`config.mk`:
```
export PLATFORM = sky130hd
export DESIGN_NAME = dcr_bank
export DESIGN_NICKNAME = d
export VERILOG_FILES = /design/src/pkg/dcr_pkg.sv /design/src/pkg/dcr_cfg_if.sv /design/src/logic/dcr_bank.sv /design/src/logic/dcr_clk_div.sv
export SDC_FILE = /design/constraint.sdc
export NUM_CORES = 1
export LEC_CHECK = 0
export BUFFER_PORTS_ARGS = -buffer_cell sky130_fd_sc_hd__buf_2
export CORE_MARGIN = 2
export CORE_UTILIZATION = 50
export CTS_BUF_LIST = sky130_fd_sc_hd__clkbuf_4
export CTS_CLUSTER_DIAMETER = 120
export DETAILED_ROUTE_END_ITERATION = 7
export GPL_TIMING_DRIVEN = 0
export HOLD_SLACK_MARGIN = 0.12
export PLACE_DENSITY = 0.88
export SLEW_MARGIN = 20
export SYNTH_ARGS = -nofsm -noshare
export SYNTH_HDL_FRONTEND = slang
export SYNTH_SLANG_ARGS = --single-unit
```
`constraint.sdc`:
```
create_clock -name sys_clk_in -period 3.9 [get_ports sys_clk_in]
set_input_delay 0.78 -clock sys_clk_in [delete_from_list [all_inputs] [get_ports sys_clk_in]]
set_output_delay 0.78 -clock sys_clk_in [all_outputs]
set_load 0.02 [all_outputs]
```
`src/pkg/dcr_pkg.sv`:
```
// Purpose: Shared constants for the converter setup register bank.
// Assumes: APB slave with 32-bit data, 16-bit registers in the low half of each word.
// Notes: Printed offsets are word indexes; byte address is four times the index.
`default_nettype none
package dcr_pkg;
  // Register indexes as printed
  localparam logic [7:0] IDX_NOP = 8'h00;
  localparam logic [7:0] IDX_DAC_CODE = 8'h01;
  localparam logic [7:0] IDX_SETUP = 8'h02;
  // Extra registers of this bank
  localparam logic [7:0] IDX_IRQ_STATUS = 8'h10;
  localparam logic [7:0] IDX_IRQ_MASK = 8'h11;
  localparam logic [7:0] IDX_PIN_STATE = 8'h12;
  // Reset values
  localparam logic [15:0] RST_DAC_CODE = 16'h0000;
  localparam logic [15:0] RST_SETUP = 16'h0036;
  localparam logic [3:0] RST_IRQ_MASK = 4'h0;
  // Setup field positions
  localparam int FLD_FAULT_THR_LO = 14;
  localparam int FLD_CLKDIV_LO = 10;
  localparam int FLD_BRK_IRQ_EN = 9;
  localparam int FLD_IRQ_PIN_EN = 8;
  localparam int FLD_CLR_EN = 7;
  localparam int FLD_ASYNC_OFF = 6;
  localparam int FLD_RSVD_ONE = 5;
  localparam int FLD_FRAME_CHK = 4;
  localparam int FLD_INTERRUPT_POLARITY = 3;
  localparam int FLD_IRQ_TRIG = 2;
  localparam int FLD_SDO_TRI = 1;
  localparam int FLD_SDO_EARLY = 0;
  // Interrupt status bit positions
  localparam int ST_FRAME_FAULT = 0;
  localparam int ST_CLEAR_REQ = 1;
  localparam int ST_EXT_EVENT = 2;
  localparam int ST_WRITE_NOP = 3;
  // Clock output codes
  localparam logic [3:0] CLKDIV_OFF = 4'h0;
  localparam logic [3:0] CLKDIV_TIMER = 4'hf;
  localparam logic [3:0] CLKDIV_LAST = 4'hb;
  // Pins resynchronised into the clock domain
  localparam int NUM_SYNC = 8;
endpackage : dcr_pkg
`default_nettype wire

```
`src/pkg/dcr_cfg_if.sv`:
```
// Purpose: Setup fields carried from the register bank to the clock output divider.
// Assumes: Single clock domain.
// Notes: The bank drives div_code, osc_tick and timer_level; the divider reads them and drives clk_level back.
`timescale 1ns/1ps
`default_nettype none
interface dcr_cfg_if;
  logic [3:0] div_code;
  logic osc_tick;
  logic timer_level;
  logic clk_level;
  modport bank (output div_code, output osc_tick, output timer_level, input clk_level);
  modport divider (input div_code, input osc_tick, input timer_level, output clk_level);
endinterface : dcr_cfg_if
`default_nettype wire

```
`src/logic/dcr_bank.sv`:
```
// What this block does
// - Writes to the no-operation register are dropped and it always reads zero.
// - The DAC output code register is 16-bit read-write, resets to zero and drives the output code.
// - Frame fault status sets only after 1, 2, 4 or 8 consecutive failed frames, per bits 15-14.
// - Bits 13-10 pick the clock output divisor of the oscillator, code 0 switching it off.
// - Codes C to E hold the clock output low and code F routes the timer to it.
// - Bit 9 lets interrupts go out on the UART transmit line in break mode.
// - The interrupt pin is driven only while bit 8 is set.
// - Bit 7 lets the clear pin, or SDI in break mode, request the clear state.
// - Bit 6 switches the UART off; clear keeps it on.
// - Bit 4 turns frame checking on for SPI transfers and is on after reset.
// - Bit 3 selects interrupt polarity, low active when clear.
// - Bit 2 selects level interrupts when set and edge pulses when clear.
// - Bit 1 set keeps SDO floating; clear drives SDO while chip select is low.
// - Bit 0 selects SDO launch on the falling edge instead of the rising edge.
// - The setup register resets to 0036h.
//
// Purpose: APB register bank holding code and setup registers plus pin side effects.
// Assumes: Pins are asynchronous to sys_clk_in; frame check results arrive as pins too.
// Notes: pready is high in every access phase, so each transfer takes two cycles.
`timescale 1ns/1ps
`default_nettype none
module dcr_bank (
  input wire logic sys_clk_in,
  input wire logic nrst_in,
  input wire logic psel_in,
  input wire logic penable_in,
  input wire logic pwrite_in,
  input wire logic [9:0] paddr_in,
  input wire logic [31:0] pwdata_in,
  output logic [31:0] prdata_out,
  output logic pready_out,
  output logic pslverr_out,
  input wire logic osc_tick_in,
  input wire logic timer_in,
  input wire logic frame_done_in,
  input wire logic frame_bad_in,
  input wire logic spi_clear_pin_in,
  input wire logic sdi_in,
  input wire logic cs_n_in,
  input wire logic uart_break_mode_in,
  input wire logic ext_event_in,
  input wire logic spi_sdo_in,
  output logic [15:0] dac_code_out,
  output logic clk_out,
  output logic irq_out,
  output logic irq_oe_n_out,
  output logic uart_tx_pin_out,
  output logic async_port_off_out,
  output logic frame_check_on_out,
  output logic clear_req_out,
  output logic sdo_out,
  output logic sdo_oe_n_out,
  output logic sdo_early_out,
  output logic int_out
);
  // Reset release through two flops
  logic [1:0] rst_sync_q;
  logic rst_n;
  always_ff @(posedge sys_clk_in or negedge nrst_in) begin
    if (!nrst_in) begin
      rst_sync_q <= 2'b00;
    end else begin
      rst_sync_q <= {rst_sync_q[0], 1'b1};
    end
  end
  assign rst_n = rst_sync_q[1];

  // Two flop synchronisers for every pin; only the second stage is read
  logic [dcr_pkg::NUM_SYNC-1:0] pin_raw;
  logic [dcr_pkg::NUM_SYNC-1:0] sync1_q;
  logic [dcr_pkg::NUM_SYNC-1:0] sync2_q;
  assign pin_raw = {osc_tick_in, timer_in, frame_done_in, frame_bad_in, spi_clear_pin_in,
                    sdi_in, cs_n_in, uart_break_mode_in};
  genvar gi;
  generate
    for (gi = 0; gi < dcr_pkg::NUM_SYNC; gi++) begin : g_sync
      always_ff @(posedge sys_clk_in or negedge rst_n) begin
        if (!rst_n) begin
          sync1_q[gi] <= 1'b0;
          sync2_q[gi] <= 1'b0;
        end else begin
          sync1_q[gi] <= pin_raw[gi];
          sync2_q[gi] <= sync1_q[gi];
        end
      end
    end
  endgenerate
  logic osc_s;
  logic timer_s;
  logic fdone_s;
  logic fbad_s;
  logic spi_clear_pin_s;
  logic sdi_s;
  logic cs_n_s;
  logic brk_s;
  assign {osc_s, timer_s, fdone_s, fbad_s, spi_clear_pin_s, sdi_s, cs_n_s, brk_s} = sync2_q;

  // Extra event and SDO pins share the same two-stage treatment
  logic [1:0] ext_sync_q;
  logic [1:0] sdo_sync_q;
  logic osc_prev_q;
  logic fdone_prev_q;
  always_ff @(posedge sys_clk_in or negedge rst_n) begin
    if (!rst_n) begin
      ext_sync_q <= 2'b00;
      sdo_sync_q <= 2'b00;
      osc_prev_q <= 1'b0;
      fdone_prev_q <= 1'b0;
    end else begin
      ext_sync_q <= {ext_sync_q[0], ext_event_in};
      sdo_sync_q <= {sdo_sync_q[0], spi_sdo_in};
      osc_prev_q <= osc_s;
      fdone_prev_q <= fdone_s;
    end
  end

  // APB decode
  logic [7:0] idx;
  logic wr_acc;
  logic rd_acc;
  logic hit_nop;
  logic hit_code;
  logic hit_setup;
  logic hit_stat;
  logic hit_mask;
  logic hit_pins;
  logic mapped;
  assign idx = paddr_in[9:2];
  assign wr_acc = psel_in && penable_in && pwrite_in;
  assign rd_acc = psel_in && penable_in && !pwrite_in;
  assign hit_nop = idx == dcr_pkg::IDX_NOP;
  assign hit_code = idx == dcr_pkg::IDX_DAC_CODE;
  assign hit_setup = idx == dcr_pkg::IDX_SETUP;
  assign hit_stat = idx == dcr_pkg::IDX_IRQ_STATUS;
  assign hit_mask = idx == dcr_pkg::IDX_IRQ_MASK;
  assign hit_pins = idx == dcr_pkg::IDX_PIN_STATE;
  assign mapped = (hit_nop || hit_code || hit_setup || hit_stat || hit_mask || hit_pins) &&
                  paddr_in[1:0] == 2'b00;

  // Registers
  logic [15:0] code_q;
  logic [15:0] setup_q;
  logic [15:0] setup_d;
  logic [3:0] mask_q;
  logic [3:0] stat_q;
  logic [3:0] stat_set;
  assign setup_d = {pwdata_in[15:6], 1'b1, pwdata_in[4:0]};
  always_ff @(posedge sys_clk_in or negedge rst_n) begin
    if (!rst_n) begin
      code_q <= dcr_pkg::RST_DAC_CODE;
      setup_q <= dcr_pkg::RST_SETUP;
      mask_q <= dcr_pkg::RST_IRQ_MASK;
    end else begin
      if (wr_acc && mapped && hit_code) code_q <= pwdata_in[15:0];
      if (wr_acc && mapped && hit_setup) setup_q <= setup_d;
      if (wr_acc && mapped && hit_mask) mask_q <= pwdata_in[3:0];
    end
  end

  // Setup field views
  logic [1:0] thr_sel;
  logic [3:0] div_code;
  logic brk_irq_en;
  logic irq_pin_en;
  logic clr_en;
  logic frame_chk;
  logic interrupt_polarity;
  logic interrupt_trigger_type;
  assign thr_sel = setup_q[dcr_pkg::FLD_FAULT_THR_LO +: 2];
  assign div_code = setup_q[dcr_pkg::FLD_CLKDIV_LO +: 4];
  assign brk_irq_en = setup_q[dcr_pkg::FLD_BRK_IRQ_EN];
  assign irq_pin_en = setup_q[dcr_pkg::FLD_IRQ_PIN_EN];
  assign clr_en = setup_q[dcr_pkg::FLD_CLR_EN];
  assign frame_chk = setup_q[dcr_pkg::FLD_FRAME_CHK];
  assign interrupt_polarity = setup_q[dcr_pkg::FLD_INTERRUPT_POLARITY];
  assign interrupt_trigger_type = setup_q[dcr_pkg::FLD_IRQ_TRIG];

  // Consecutive bad frame counter; a good frame restarts the run
  logic [3:0] bad_run_q;
  logic [3:0] bad_run_d;
  logic [3:0] bad_limit;
  logic frame_end;
  logic fault_hit;
  assign frame_end = fdone_s && !fdone_prev_q;
  assign bad_limit = 4'h1 << thr_sel;
  assign fault_hit = frame_end && frame_chk && fbad_s && (bad_run_q + 4'h1 >= bad_limit);
  always_comb begin
    bad_run_d = bad_run_q;
    if (frame_end && frame_chk) begin
      if (!fbad_s) bad_run_d = 4'h0;
      else if (fault_hit) bad_run_d = 4'h0;
      else bad_run_d = bad_run_q + 4'h1;
    end
  end

  // Clear request: SPI_CLEAR_PIN in SPI mode, SDI in break mode
  logic clr_src;
  logic clr_req_d;
  assign clr_src = brk_s ? sdi_s : spi_clear_pin_s;
  assign clr_req_d = clr_en && clr_src;
  logic clr_prev_q;

  // Sticky status, read clears, set wins over clear
  logic stat_rd;
  logic [3:0] stat_clr;
  assign stat_rd = rd_acc && mapped && hit_stat;
  // Clear only what the read returned, so an event landing at the setup edge is not lost
  assign stat_clr = stat_rd ? prdata_out[3:0] : 4'h0;
  assign stat_set[dcr_pkg::ST_FRAME_FAULT] = fault_hit;
  assign stat_set[dcr_pkg::ST_CLEAR_REQ] = clr_req_d && !clr_prev_q;
  assign stat_set[dcr_pkg::ST_EXT_EVENT] = ext_sync_q[1];
  assign stat_set[dcr_pkg::ST_WRITE_NOP] = wr_acc && mapped && hit_nop;
  always_ff @(posedge sys_clk_in or negedge rst_n) begin
    if (!rst_n) begin
      stat_q <= 4'h0;
      bad_run_q <= 4'h0;
      clr_prev_q <= 1'b0;
    end else begin
      stat_q <= (stat_q & ~stat_clr) | stat_set;
      bad_run_q <= bad_run_d;
      clr_prev_q <= clr_req_d;
    end
  end

  // Interrupt conditioning: level mode follows, edge mode pulses once each time the pending flag rises
  logic irq_pend;
  logic irq_pend_prev_q;
  logic irq_act;
  assign irq_pend = |(stat_q & mask_q);
  assign irq_act = interrupt_trigger_type ? irq_pend : (irq_pend && !irq_pend_prev_q);

  // Read mux
  logic [31:0] rd_data;
  always_comb begin
    rd_data = 32'h0000_0000;
    if (hit_nop) rd_data = 32'h0000_0000;
    else if (hit_code) rd_data = {16'h0000, code_q};
    else if (hit_setup) rd_data = {16'h0000, setup_q};
    else if (hit_stat) rd_data = {28'h0000000, stat_q};
    else if (hit_mask) rd_data = {28'h0000000, mask_q};
    else if (hit_pins) rd_data = {27'h0000000, clr_prev_q, brk_s, cs_n_s, bad_run_q[1:0]};
  end

  // Clock output divider
  dcr_cfg_if cfg ();
  assign cfg.div_code = div_code;
  assign cfg.osc_tick = osc_s && !osc_prev_q;
  assign cfg.timer_level = timer_s;
  dcr_clk_div u_div (
    .clk_in(sys_clk_in),
    .rst_n_in(rst_n),
    .cfg(cfg.divider)
  );

  // All outputs registered
  always_ff @(posedge sys_clk_in or negedge rst_n) begin
    if (!rst_n) begin
      prdata_out <= 32'h0000_0000;
      pready_out <= 1'b0;
      pslverr_out <= 1'b0;
      dac_code_out <= dcr_pkg::RST_DAC_CODE;
      clk_out <= 1'b0;
      irq_out <= 1'b1; // Inactive level for the low-active reset polarity
      irq_oe_n_out <= 1'b1;
      uart_tx_pin_out <= 1'b1;
      async_port_off_out <= 1'b0;
      frame_check_on_out <= 1'b1;
      clear_req_out <= 1'b0;
      sdo_out <= 1'b0;
      sdo_oe_n_out <= 1'b1;
      sdo_early_out <= 1'b0;
      int_out <= 1'b0;
      irq_pend_prev_q <= 1'b0;
    end else begin
      pready_out <= psel_in && !penable_in;
      pslverr_out <= psel_in && !penable_in && !mapped;
      prdata_out <= (psel_in && !penable_in && !pwrite_in) ? rd_data : 32'h0000_0000;
      dac_code_out <= code_q;
      clk_out <= cfg.clk_level;
      irq_out <= irq_act ^ !interrupt_polarity;
      irq_oe_n_out <= !irq_pin_en;
      uart_tx_pin_out <= !(brk_irq_en && brk_s && irq_act);
      async_port_off_out <= setup_q[dcr_pkg::FLD_ASYNC_OFF];
      frame_check_on_out <= frame_chk;
      clear_req_out <= clr_req_d;
      sdo_out <= sdo_sync_q[1];
      sdo_oe_n_out <= setup_q[dcr_pkg::FLD_SDO_TRI] || cs_n_s;
      sdo_early_out <= setup_q[dcr_pkg::FLD_SDO_EARLY];
      int_out <= irq_pend;
      irq_pend_prev_q <= irq_pend;
    end
  end
endmodule : dcr_bank
`default_nettype wire

```
`src/logic/dcr_clk_div.sv`:
```
// Purpose: Divides the oscillator tick into the clock output pin level.
// Assumes: osc_tick pulses once per oscillator period.
// Notes: Divider table kept exactly as programmed, including the repeated 128.
`timescale 1ns/1ps
`default_nettype none
module dcr_clk_div (
  input wire logic clk_in,
  input wire logic rst_n_in,
  dcr_cfg_if.divider cfg
);
  logic [10:0] div_ratio;
  logic [10:0] half_cnt_q;
  logic [10:0] half_cnt_d;
  logic level_q;
  logic level_d;
  logic toggle;
  // Divisor per code; code 1 toggles each tick like code 2, giving half the tick rate
  always_comb begin
    case (cfg.div_code)
      4'h1: div_ratio = 11'h001;
      4'h2: div_ratio = 11'h002;
      4'h3: div_ratio = 11'h004;
      4'h4: div_ratio = 11'h008;
      4'h5: div_ratio = 11'h010;
      4'h6: div_ratio = 11'h020;
      4'h7: div_ratio = 11'h030;
      4'h8: div_ratio = 11'h080;
      4'h9: div_ratio = 11'h080;
      4'ha: div_ratio = 11'h200;
      4'hb: div_ratio = 11'h400;
      default: div_ratio = 11'h001;
    endcase
  end
  // Toggle every half period counted in oscillator ticks (divisor 1 toggles each tick)
  assign toggle = cfg.osc_tick && ((half_cnt_q + 11'h001) >= (div_ratio >> 1) ||
                  div_ratio == 11'h001);
  assign half_cnt_d = !cfg.osc_tick ? half_cnt_q : (toggle ? 11'h000 : half_cnt_q + 11'h001);
  // Codes C..E force low, F selects timer, 0 disables
  always_comb begin
    if (cfg.div_code == dcr_pkg::CLKDIV_OFF || cfg.div_code > dcr_pkg::CLKDIV_LAST) begin
      level_d = 1'b0;
    end else begin
      level_d = toggle ? !level_q : level_q;
    end
  end
  always_ff @(posedge clk_in or negedge rst_n_in) begin
    if (!rst_n_in) begin
      half_cnt_q <= 11'h000;
      level_q <= 1'b0;
    end else begin
      half_cnt_q <= half_cnt_d;
      level_q <= level_d;
    end
  end
  assign cfg.clk_level = (cfg.div_code == dcr_pkg::CLKDIV_TIMER) ? cfg.timer_level : level_q;
endmodule : dcr_clk_div
`default_nettype wire

```
==> results_dict.tcl, run 1 <==
set metrics [dict create \
    status "complete, no violations" \
    die_h_um 107 \
    ys_warn_count 0 \
    syn_inst 426 \
    grt_pass1_vias 3771 \
    portBuffers 85 \
    first_pass_iters 4 \
    final_area_um2 6320 \
    use_met3_pct 5.90 \
    met1_usage_pct 25.9 \
    dr_total_vias 3740 \
    yosys-top-cells-count "dfrtp_1, mux2_2, nand2_1, buf_4, nor2_1" \
    end_kind "register" \
    drt_iter0_markers 261 \
    worst_pin_slew_ns 0.732 \
    grt_pass1_wl_mm 18.2 \
    clock_path_buffers 2 \
    antenna_found_initial 1 \
    hold_viol 0 \
    period_share_pct 80.9 \
    drv_slew 0 \
    power_frac_comb_pct 4.2 \
    drv_cap 0 \
    place.gp.congestion 0.903 \
    min_path_type "register to asynchronous set/reset pin" \
    startpoint_type "register" \
    p_int_uw 1790 \
    clkTransAtPathRegs_ns 0.11 \
    fin_crit_ns 3.15 \
    rsz0062_at_grt "no" \
    routed_via_density 5.37 \
    synthArstFlopShare_pct 100 \
    cts-root-buf "clkbuf_4" \
    postRouteAntennaNets 0 \
    wl_per_cell_um 16.0 \
    power.total_uw 2360 \
    clock-skew-final_ns 0.0152 \
    pin_count 118 \
    hpwlAfterDp_mm 8.16 \
    power_frac_clock_pct 40.2 \
    max_stage_delay_ns 0.49 \
    die_w_um 107 \
    synth.top_cells.by_area "dfrtp_1, mux2_2, dfstp_2" \
    grt_max_degree 48 \
    ys_ff_latch 124 \
    grt_busiest_layer "met2" \
    slew_headroom_pct 51.1 \
    yosys.area.top_type "dfrtp_1" \
    leakage_uw 0.00317 \
    synth_top_cell_area_share_pct 54.7 \
    p_switching_uw 567 \
    ys.flop_type "dfrtp_1" \
    fin_cells 697 \
    synth_most_common_cell "dfrtp_1" \
    diodes 0 \
    worstPathMaxFanout 9 \
    netlist_area_um2 5310 \
    power_density_nw_per_um2 374 \
    layout-drive-gt1-share_pct 36.9 \
    path_class "register to register" \
    gr-usage-met2_pct 33.1 \
    routed_wl_mm 11.1 \
    swShare_pct 24.0 \
    path_buf_inv 0 \
    cts_tree "yes" \
    postCtsHoldBufs 1 \
    gr-total-overflow 0 \
    slowest_stage "dfrtp_1" \
    grt_usage_pct 20.6 \
    setup_viol 0 \
    synth_edf_count 0 \
    initial_core_util_pct 51.4 \
    arrival_ns 3.56 \
    htreeDepth 4 \
    syn_to_final_growth_pct 19.0 \
    place_inst 664 \
    placed_area_um2 6010 \
    critPathRequiredTime_ns 4.31 \
    post_cts_resize_count 0 \
    nets 619 \
    syn_avg_cell_area_um2 12.5 \
    core_area_um2 10300 \
    synth_cell_types 71 \
    seqPwrFrac_pct 55.6 \
    irDropWorstVdd_uv 366 \
    clkSinkCount 124 \
    drc 0 \
    cts_setup_buffers 0 \
    rows 37 \
    die_area_um2 11500 \
    cp_top_family "compound AO/OA/AOI/OAI gates" \
    crit_chain "ha_1, nand3_1, nor2_1, xor2_1, ha_1, nand3_1, a211oi_1, o22ai_2, o211ai_4, o211ai_1, a211o_2" \
    seq_area_frac_synth_pct 58.6 \
    max_clock_freq_mhz 317 \
    clk_latency_ns 0.51 \
    cts_inserted_buffers 17 \
]
[placed cells by master (no fill, tap or decap), types with 8 or more instances in the layout]
cell type,Yosys,routed
dfstp_2,8,8
ha_1,14,14
a22oi_1,12,12
nor3_1,14,14
buf_4,17,17
nand3_1,10,10
mux2_2,35,35
nand2_1,31,31
nor2_1,17,17
a22o_1,9,9
buf_2,6,91
conb_1,2,17
dfrtp_1,116,115
clkbuf_4,0,18
[flip-flops by register name, indices dropped and copies added, names as in the netlist, 4 cells and up]
name	cells
stat_q	4
mask_q	4
code_q	16
u_div.half_cnt_q	11
bad_run_q	4
setup_q	15
sync1_q	8
prdata_out	16
dac_code_out	16
[worst paths after layout]
| check | depth (start not counted) | startpoint | slack (ns) | end |
|---|---|---|---|---|
| setup / recovery | 11 | u_div.half_cnt_q[0] | 0.75 | u_div.level_q |
| hold / removal | 0 | rst_sync_q[1] | 0.30 | spi_clear_pin_s |
| setup reg to reg | 11 | u_div.half_cnt_q[0] | 0.75 | u_div.level_q |
| hold reg to reg | 0 | rst_sync_q[1] | 0.30 | spi_clear_pin_s |
| max in group asynchronous | 2 | rst_sync_q[1] | 2.70 | irq_oe_n_out |
| min in group sys_clk_in | 0 | ext_sync_q[0] | 0.35 | ext_sync_q[1] |
[worst register-to-register path: cells and delay by family, from the launching register on]
family,cells,cell delay (ns)
AOI/OAI and AO/OA,5,1.23
xor gates and xnor gates,1,0.11
adders and majority gates,2,0.61
DFF,1,0.49
and+or+nand+nor,3,0.62
[area by class of cell]
class                      count  area (um2)
fill                         796        4000
sequential                   124        3120
multi-input combinational    278        2040
timing repair buffer          88         475
buffer                        32         191
tap                          136         170
clock inverter                14         169
clock buffer                  18         135
inverter                       7        26.3
[power by group through the flow]
stage               combinational, uW  sequential [uW]  clock (uW)
floorplan                        40.4             1350           0
global placement                 75.0             1350           0
detailed placement               97.6             1340           0
CTS                              98.7             1310         970
global route                      109             1320        1030
finish                           98.4             1310         949
[metal layers]
layer / vias to the layer above / wire [um]
met5: - / 11
met4: 2 / 313
met3: 32 / 657
met2: 121 / 5520
met1: 1830 / 4640
li1: 1755 / -
[stage by stage]
step | hold WS (ns) | setup TNS (ns) | setup slack, ns | util [%]
after floorplan | 0.331 | 0 | 0.204 | -
after global placement | 0.332 | -98.05 | -0.869 | 57.8
after detailed placement | 0.321 | 0 | 0.782 | 58.2
after CTS | 0.326 | 0 | 0.742 | 61.2
after global routing | 0.321 | 0 | 0.522 | 61.2
final | 0.298 | 0 | 0.747 | 61.2
[kinds of logic after synthesis]
logic type | share of synthesized area (%)
adder cells (fa/ha/maj) | 3.30
other | 0.141
buffers and inverters | 4.10
AND/OR/NAND/NOR | 13.2
flip-flops | 58.6
AO/OA/AOI/OAI | 10.9
multiplexers | 8.03
XOR/XNOR | 1.65
(Power assumes the default switching activity.)
==> run 2: changes to the inputs <==
--- a/config.mk
+++ b/config.mk
@@ -5,6 +5,7 @@
 export SDC_FILE = /design/constraint.sdc
 export NUM_CORES = 1
 export LEC_CHECK = 0
+export ABC_AREA = 1
 export BUFFER_PORTS_ARGS = -buffer_cell sky130_fd_sc_hd__buf_2
 export CORE_MARGIN = 2
 export CORE_UTILIZATION = 50
@@ -13,7 +14,7 @@
 export DETAILED_ROUTE_END_ITERATION = 7
 export GPL_TIMING_DRIVEN = 0
 export HOLD_SLACK_MARGIN = 0.12
-export PLACE_DENSITY = 0.88
+export PLACE_DENSITY = 0.85
 export SLEW_MARGIN = 20
 export SYNTH_ARGS = -nofsm -noshare
 export SYNTH_HDL_FRONTEND = slang
==> constraint.sdc (replaced) <==
create_clock -name sys_clk_in -period 3.1 [get_ports sys_clk_in]
set_input_delay 0.62 -clock sys_clk_in [delete_from_list [all_inputs] [get_ports sys_clk_in]]
set_output_delay 0.62 -clock sys_clk_in [all_outputs]
set_load 0.02 [all_outputs]
==> results_dict.tcl, run 2 <==
set metrics [dict create \
    status "complete, no violations" \
    cts-root-buf "clkbuf_4" \
    antenna_found_initial 0 \
    synthArstFlopShare_pct 100 \
    path_buf_inv 0 \
    synth_most_common_cell "nand2_1" \
    power_frac_clock_pct 40.9 \
    reg.largest.list "code_q: 16 flops, dac_code_out: 16 flops, prdata_out: 16 flops" \
    slew_headroom_pct 54.1 \
    syn_inst 581 \
    initial_core_util_pct 51.7 \
    crit_chain "ha_1, nand3_1, nor3_1, xor2_1, ha_1, nand2_1, nor2_1, nand3_1, nor2_1, nand2_1, nand2_1, nand2_1, nand3_1, nor2_4, nand2_1, nand2_1" \
    synth_cell_types 34 \
    grt_max_degree 57 \
    arrival_ns 3.11 \
    place.gp.congestion 0.880 \
    path_class "register to register" \
    grt_pass1_wl_mm 20.2 \
    die_area_um2 11600 \
    clkSinkCount 124 \
    grt_usage_pct 22.8 \
    max_clock_freq_mhz 379 \
    power_frac_comb_pct 5.6 \
    htreeDepth 4 \
    cts_setup_buffers 0 \
    clock_path_buffers 2 \
    routed_wl_mm 12.5 \
    first_pass_iters 5 \
    worst_pin_slew_ns 0.683 \
    hold_viol 0 \
    clkTransAtPathRegs_ns 0.12 \
    p_switching_uw 745 \
    layout-drive-gt1-share_pct 23.3 \
    postRouteAntennaNets 0 \
    ys.flop_type "dfrtp_1" \
    diodes 0 \
    yosys.area.top_type "dfrtp_1" \
    routed_via_density 5.25 \
    die_h_um 108 \
    r2r_end "u_div.half_cnt_q[9]" \
    syn_to_final_growth_pct 19.3 \
    startpoint_type "register" \
    gr-total-overflow 0 \
    power.total_uw 3100 \
    grt_pass1_vias 4374 \
    slowest_stage "dfrtp_1" \
    r2r.worst_path.cells 16 \
    dr_total_vias 4475 \
    min_path_type "primary input to register" \
    cts_tree "yes" \
    min_path_cells 1 \
    hpwlAfterDp_mm 9.19 \
    clock-skew-final_ns 0.0205 \
    final_cell_mix "nand2_1, dfrtp_1, buf_2, inv_1, nand4_1" \
    period_share_pct 85.2 \
    end_kind "register" \
    portBuffers 85 \
    drv_cap 0 \
    synth_top_cell_area_share_pct 53.9 \
    ys_ff_latch 124 \
    seqPwrFrac_pct 53.5 \
    cp_top_family "simple AND/OR/NAND/NOR gates" \
    yosys-top-cells-count "nand2_1, dfrtp_1, inv_1, nand4_1, nor2_1" \
    fill_cells 898 \
    core_area_um2 10400 \
    min_from "ext_event_in" \
    die_w_um 108 \
    seq_area_frac_synth_pct 57.8 \
    irDropWorstVdd_uv 308 \
    fin_crit_ns 2.64 \
    swShare_pct 24.0 \
    r2r_slack_ns 0.46 \
    power_density_nw_per_um2 482 \
    ys_warn_count 0 \
    r2r-start "u_div.half_cnt_q[0]" \
    leakage_uw 0.00345 \
    synth.top_cells.by_area "dfrtp_1, nand2_1, nand4_1" \
    netlist_area_um2 5390 \
    synth_edf_count 0 \
    max_stage_delay_ns 0.46 \
    critPathRequiredTime_ns 3.56 \
    drc 0 \
    layout_commonest_cell "nand2_1" \
    drv_slew 0 \
    syn_avg_cell_area_um2 9.28 \
    p_int_uw 2350 \
    wl_per_cell_um 14.7 \
    nets 774 \
    finalSetupTns_ns 0 \
    rsz0062_at_grt "no" \
    crit_top_cell "nand2_1" \
    drt_iter0_markers 378 \
    min_to "ext_sync_q[0]" \
    multi_input_area_um2 1920 \
    setup_viol 0 \
    worstPathMaxFanout 9 \
    rows 37 \
    pin_count 118 \
    cts_inserted_buffers 17 \
    clk_latency_ns 0.53 \
    register_area_um2 3120 \
]
## run 2: cell count changes after synthesis, sizes merged, moves of 12 or more
cell / before / now
nand2: 32 / 171
inv: 7 / 54
nand4: 3 / 43
mux2: 37 / 0
nor2: 18 / 41
nand3: 11 / 30
a22oi: 12 / 0
## run 2: through the flow
stage               std cells  worst slack [ns]  hold WS (ns)  util (%)  area, um2
global route              852             0.200         0.122      61.7       6430
global placement          817             0.429         0.332      58.0       6040
finish                    852             0.459         0.180      61.7       6430
floorplan                 596             0.948         0.324         -       5450
CTS                       852             0.488         0.135      61.7       6430
detailed placement        819             0.522         0.293      58.5       6090
## run 2: layout make-up
class | count | share of cell area, %
buffer | 37 | 3.35
clock buffer | 18 | 2.10
clock inverter | 14 | 3.00
inverter | 54 | 3.15
multi-input combinational | 381 | 29.8
sequential | 124 | 48.5
tap | 136 | 2.65
timing repair buffer | 88 | 7.51
## run 2: cells by family (layout without fill, tap and decap cells)
kind of cell | Yosys count | after routing | synth area share [%]
flops | 124 | 124 | 57.8
simple gates | 297 | 297 | 24.6
buf+inv | 91 | 211 | 7.75
fa+ha+maj | 14 | 14 | 3.25
xor+xnor | 10 | 10 | 1.62
compound gates | 43 | 43 | 4.87
other cells | 2 | 17 | 0.139
## run 2: worst max path at each step
| stage | from | to | slack [ns] | cells past startpoint |
|---|---|---|---|---|
| global route | u_div.half_cnt_q[0] | u_div.half_cnt_q[8] | 0.20 | 16 |
| detailed placement | u_div.half_cnt_q[0] | u_div.half_cnt_q[9] | 0.52 | 16 |
| floorplan | u_div.half_cnt_q[0] | u_div.half_cnt_q[1] | 0.95 | 16 |
| CTS | u_div.half_cnt_q[0] | u_div.half_cnt_q[3] | 0.49 | 16 |
| finish | u_div.half_cnt_q[0] | u_div.half_cnt_q[9] | 0.46 | 16 |
| global placement | rst_sync_q[1] | dac_code_out[8] | 0.43 | 0 |
## run 2: power by group through the flow
stage               Combinational, uW  Clock, uW  Sequential [uW]
finish                            172       1270             1660
global route                      192       1380             1660
CTS                               171       1300             1660
detailed placement                170          0             1690
global placement                  135          0             1710
floorplan                        83.9          0             1700
## run 2: layer usage
metal | wire length, um | global-route usage [%]
met5 | 0 | 0
met3 | 917 | 6.17
met1 | 5060 | 29.6
met2 | 6320 | 36.8
met4 | 201 | 8.52
## run 2: worst reg2reg max path: cells and delay by family (launching register included)
kind                       cells  cell delay, ns
and+or+nand+nor               13            1.35
xor gates and xnor gates       1            0.23
DFF                            1            0.46
adders and majority gates      2            0.53
## run 2: what timing repair did
action                                 in CTS  in global routing
gates resized for setup                     0                  0
setup endpoints to repair                   0                  0
endpoints found under the hold margin       2                  0
hold buffers                                1                  0
==> run 3: changes to the inputs <==
--- a/config.mk
+++ b/config.mk
@@ -15,6 +15,7 @@
 export GPL_TIMING_DRIVEN = 0
 export HOLD_SLACK_MARGIN = 0.12
 export PLACE_DENSITY = 0.85
+export RECOVER_POWER = 25
 export SLEW_MARGIN = 20
 export SYNTH_ARGS = -nofsm -noshare
 export SYNTH_HDL_FRONTEND = slang
==> results_dict.tcl, run 3 (same netlist as run 2, synthesis figures left out) <==
set metrics [dict create \
    arrival_ns 3.10 \
    pin_count 118 \
    grt_max_degree 57 \
    grt_usage_pct 22.8 \
    nets 774 \
    grt_pass1_wl_mm 20.2 \
    min_path_type "primary input to register" \
    slew_headroom_pct 8.06 \
    end_kind "register" \
    die_w_um 108 \
    die_area_um2 11600 \
    clkSinkCount 124 \
    layout_commonest_cell "nand2_1" \
    antenna_found_initial 0 \
    holdWs_ns 0.181 \
    worst_pin_slew_ns 1.38 \
    power.total_uw 3100 \
    cts-root-buf "clkbuf_4" \
    initial_core_util_pct 51.7 \
    clkTransAtPathRegs_ns 0.12 \
    drc 0 \
    wl_per_cell_um 14.6 \
    clock_path_buffers 2 \
    drv_slew 0 \
    grt_pass1_vias 4374 \
    first_pass_iters 5 \
    cts_tree "yes" \
    path_class "register to register" \
    hpwlAfterDp_mm 9.19 \
    clk_latency_ns 0.53 \
    place_inst 819 \
    reg.largest.list "code_q: 16 flops, dac_code_out: 16 flops, prdata_out: 16 flops" \
    die_h_um 108 \
    rows 37 \
    finalSetupTns_ns 0 \
    htreeDepth 4 \
    startpoint_type "register" \
    setup_viol 0 \
    syn_to_final_growth_pct 19.2 \
    fin_crit_ns 2.64 \
    core_area_um2 10400 \
    leakage_uw 0.00344 \
    dr_total_vias 4467 \
    cts_inserted_buffers 17 \
    fin_cells 852 \
    final_cell_mix "nand2_1, dfrtp_1, buf_2, inv_1, nand4_1" \
    cts_setup_buffers 0 \
    postRouteAntennaNets 0 \
    place.gp.congestion 0.880 \
    drt_iter0_markers 363 \
    critPathRequiredTime_ns 3.56 \
    portBuffers 85 \
    clock-skew-final_ns 0.0212 \
    gr-total-overflow 0 \
    worstPathMaxFanout 9 \
    routed_wl_mm 12.5 \
    irDropWorstVdd_uv 309 \
    max_clock_freq_mhz 379 \
    hold_viol 0 \
    rsz0062_at_grt "no" \
    diodes 0 \
    period_share_pct 85.1 \
    fill_cells 899 \
    status "complete, no violations" \
    routed_via_density 5.24 \
    power_density_nw_per_um2 482 \
    drv_cap 0 \
    layout-drive-gt1-share_pct 22.8 \
]
[run 3: changes by cell type in the layout (fill, tap and decap cells not counted)]
cell	before	now
buf_2	95	93
dfrtp_1	115	116
clkbuf_1	10	12
dfstp_1	0	1
dfrtp_4	1	0
dfstp_2	8	7
[run 3: metal layers]
layer  part of all wire [%]  vias to the layer above  track usage [%]
met2                     50                      202             36.8
met1                     41                     2133             29.6
li1                       -                     2115                -
met4                    1.5                        0             8.52
met3                    7.4                       17             6.17
met5                      0                        -                0
[run 3: path summary, 6_finish.rpt]
check                                     from  cells after the start  slack, ns                  end
hold reg to reg                     sync1_q[4]                      0       0.36               fbad_s
setup / recovery           u_div.half_cnt_q[0]                     16       0.46  u_div.half_cnt_q[9]
hold / removal                    ext_event_in                      1       0.18        ext_sync_q[0]
min in group asynchronous              nrst_in                      2       0.40        rst_sync_q[0]
max in group asynchronous        rst_sync_q[1]                      1       1.58         irq_oe_n_out
setup reg to reg           u_div.half_cnt_q[0]                     16       0.46  u_div.half_cnt_q[9]
[run 3: critical path, cell delays in order, from the launching register on]
cell and delay (ns):
dfrtp_1 0.46, ha_1 0.22, nand3_1 0.16, nor3_1 0.21
xor2_1 0.23, ha_1 0.31, nand2_1 0.08, nor2_1 0.04
nand3_1 0.09, nor2_1 0.05, nand2_1 0.05, nand2_1 0.05
nand2_1 0.05, nand3_1 0.16, nor2_4 0.25, nand2_1 0.09
nand2_1 0.06
[run 3: metrics by stage]
| step | setup slack (ns) | instance area [um2] | utilization (%) |
|---|---|---|---|
| 2_1_floorplan | 0.948 | 5450 | - |
| 3_3_place_gp | 0.429 | 6040 | 58.0 |
| 3_5_place_dp | 0.522 | 6090 | 58.5 |
| 4_1_cts | 0.488 | 6430 | 61.7 |
| 5_1_grt | 0.200 | 6420 | 61.7 |
| 6_report | 0.461 | 6420 | 61.7 |
[run 3: repair_timing]
item,4_1_cts,5_1_grt
endpoints found under the hold margin,2,0
hold buffers,1,0
gates resized for setup,0,0
[run 3: layout make-up]
type,count,area [um2],area share [%]
Sequential cell,124,3110,48.5
Multi-Input combinational cell,381,1920,29.8
Timing Repair Buffer,88,480,7.48
Buffer,37,215,3.35
Inverter,54,203,3.15
Clock inverter,14,193,3.00
Tap cell,136,170,2.65
Clock buffer,18,135,2.10
[run 3: report_power, final]
group	switching [uW]	internal, uW	total, uW
clock network	616	652	1270
logic	110	62.2	172
registers	17.9	1640	1660
total	743	2350	3100
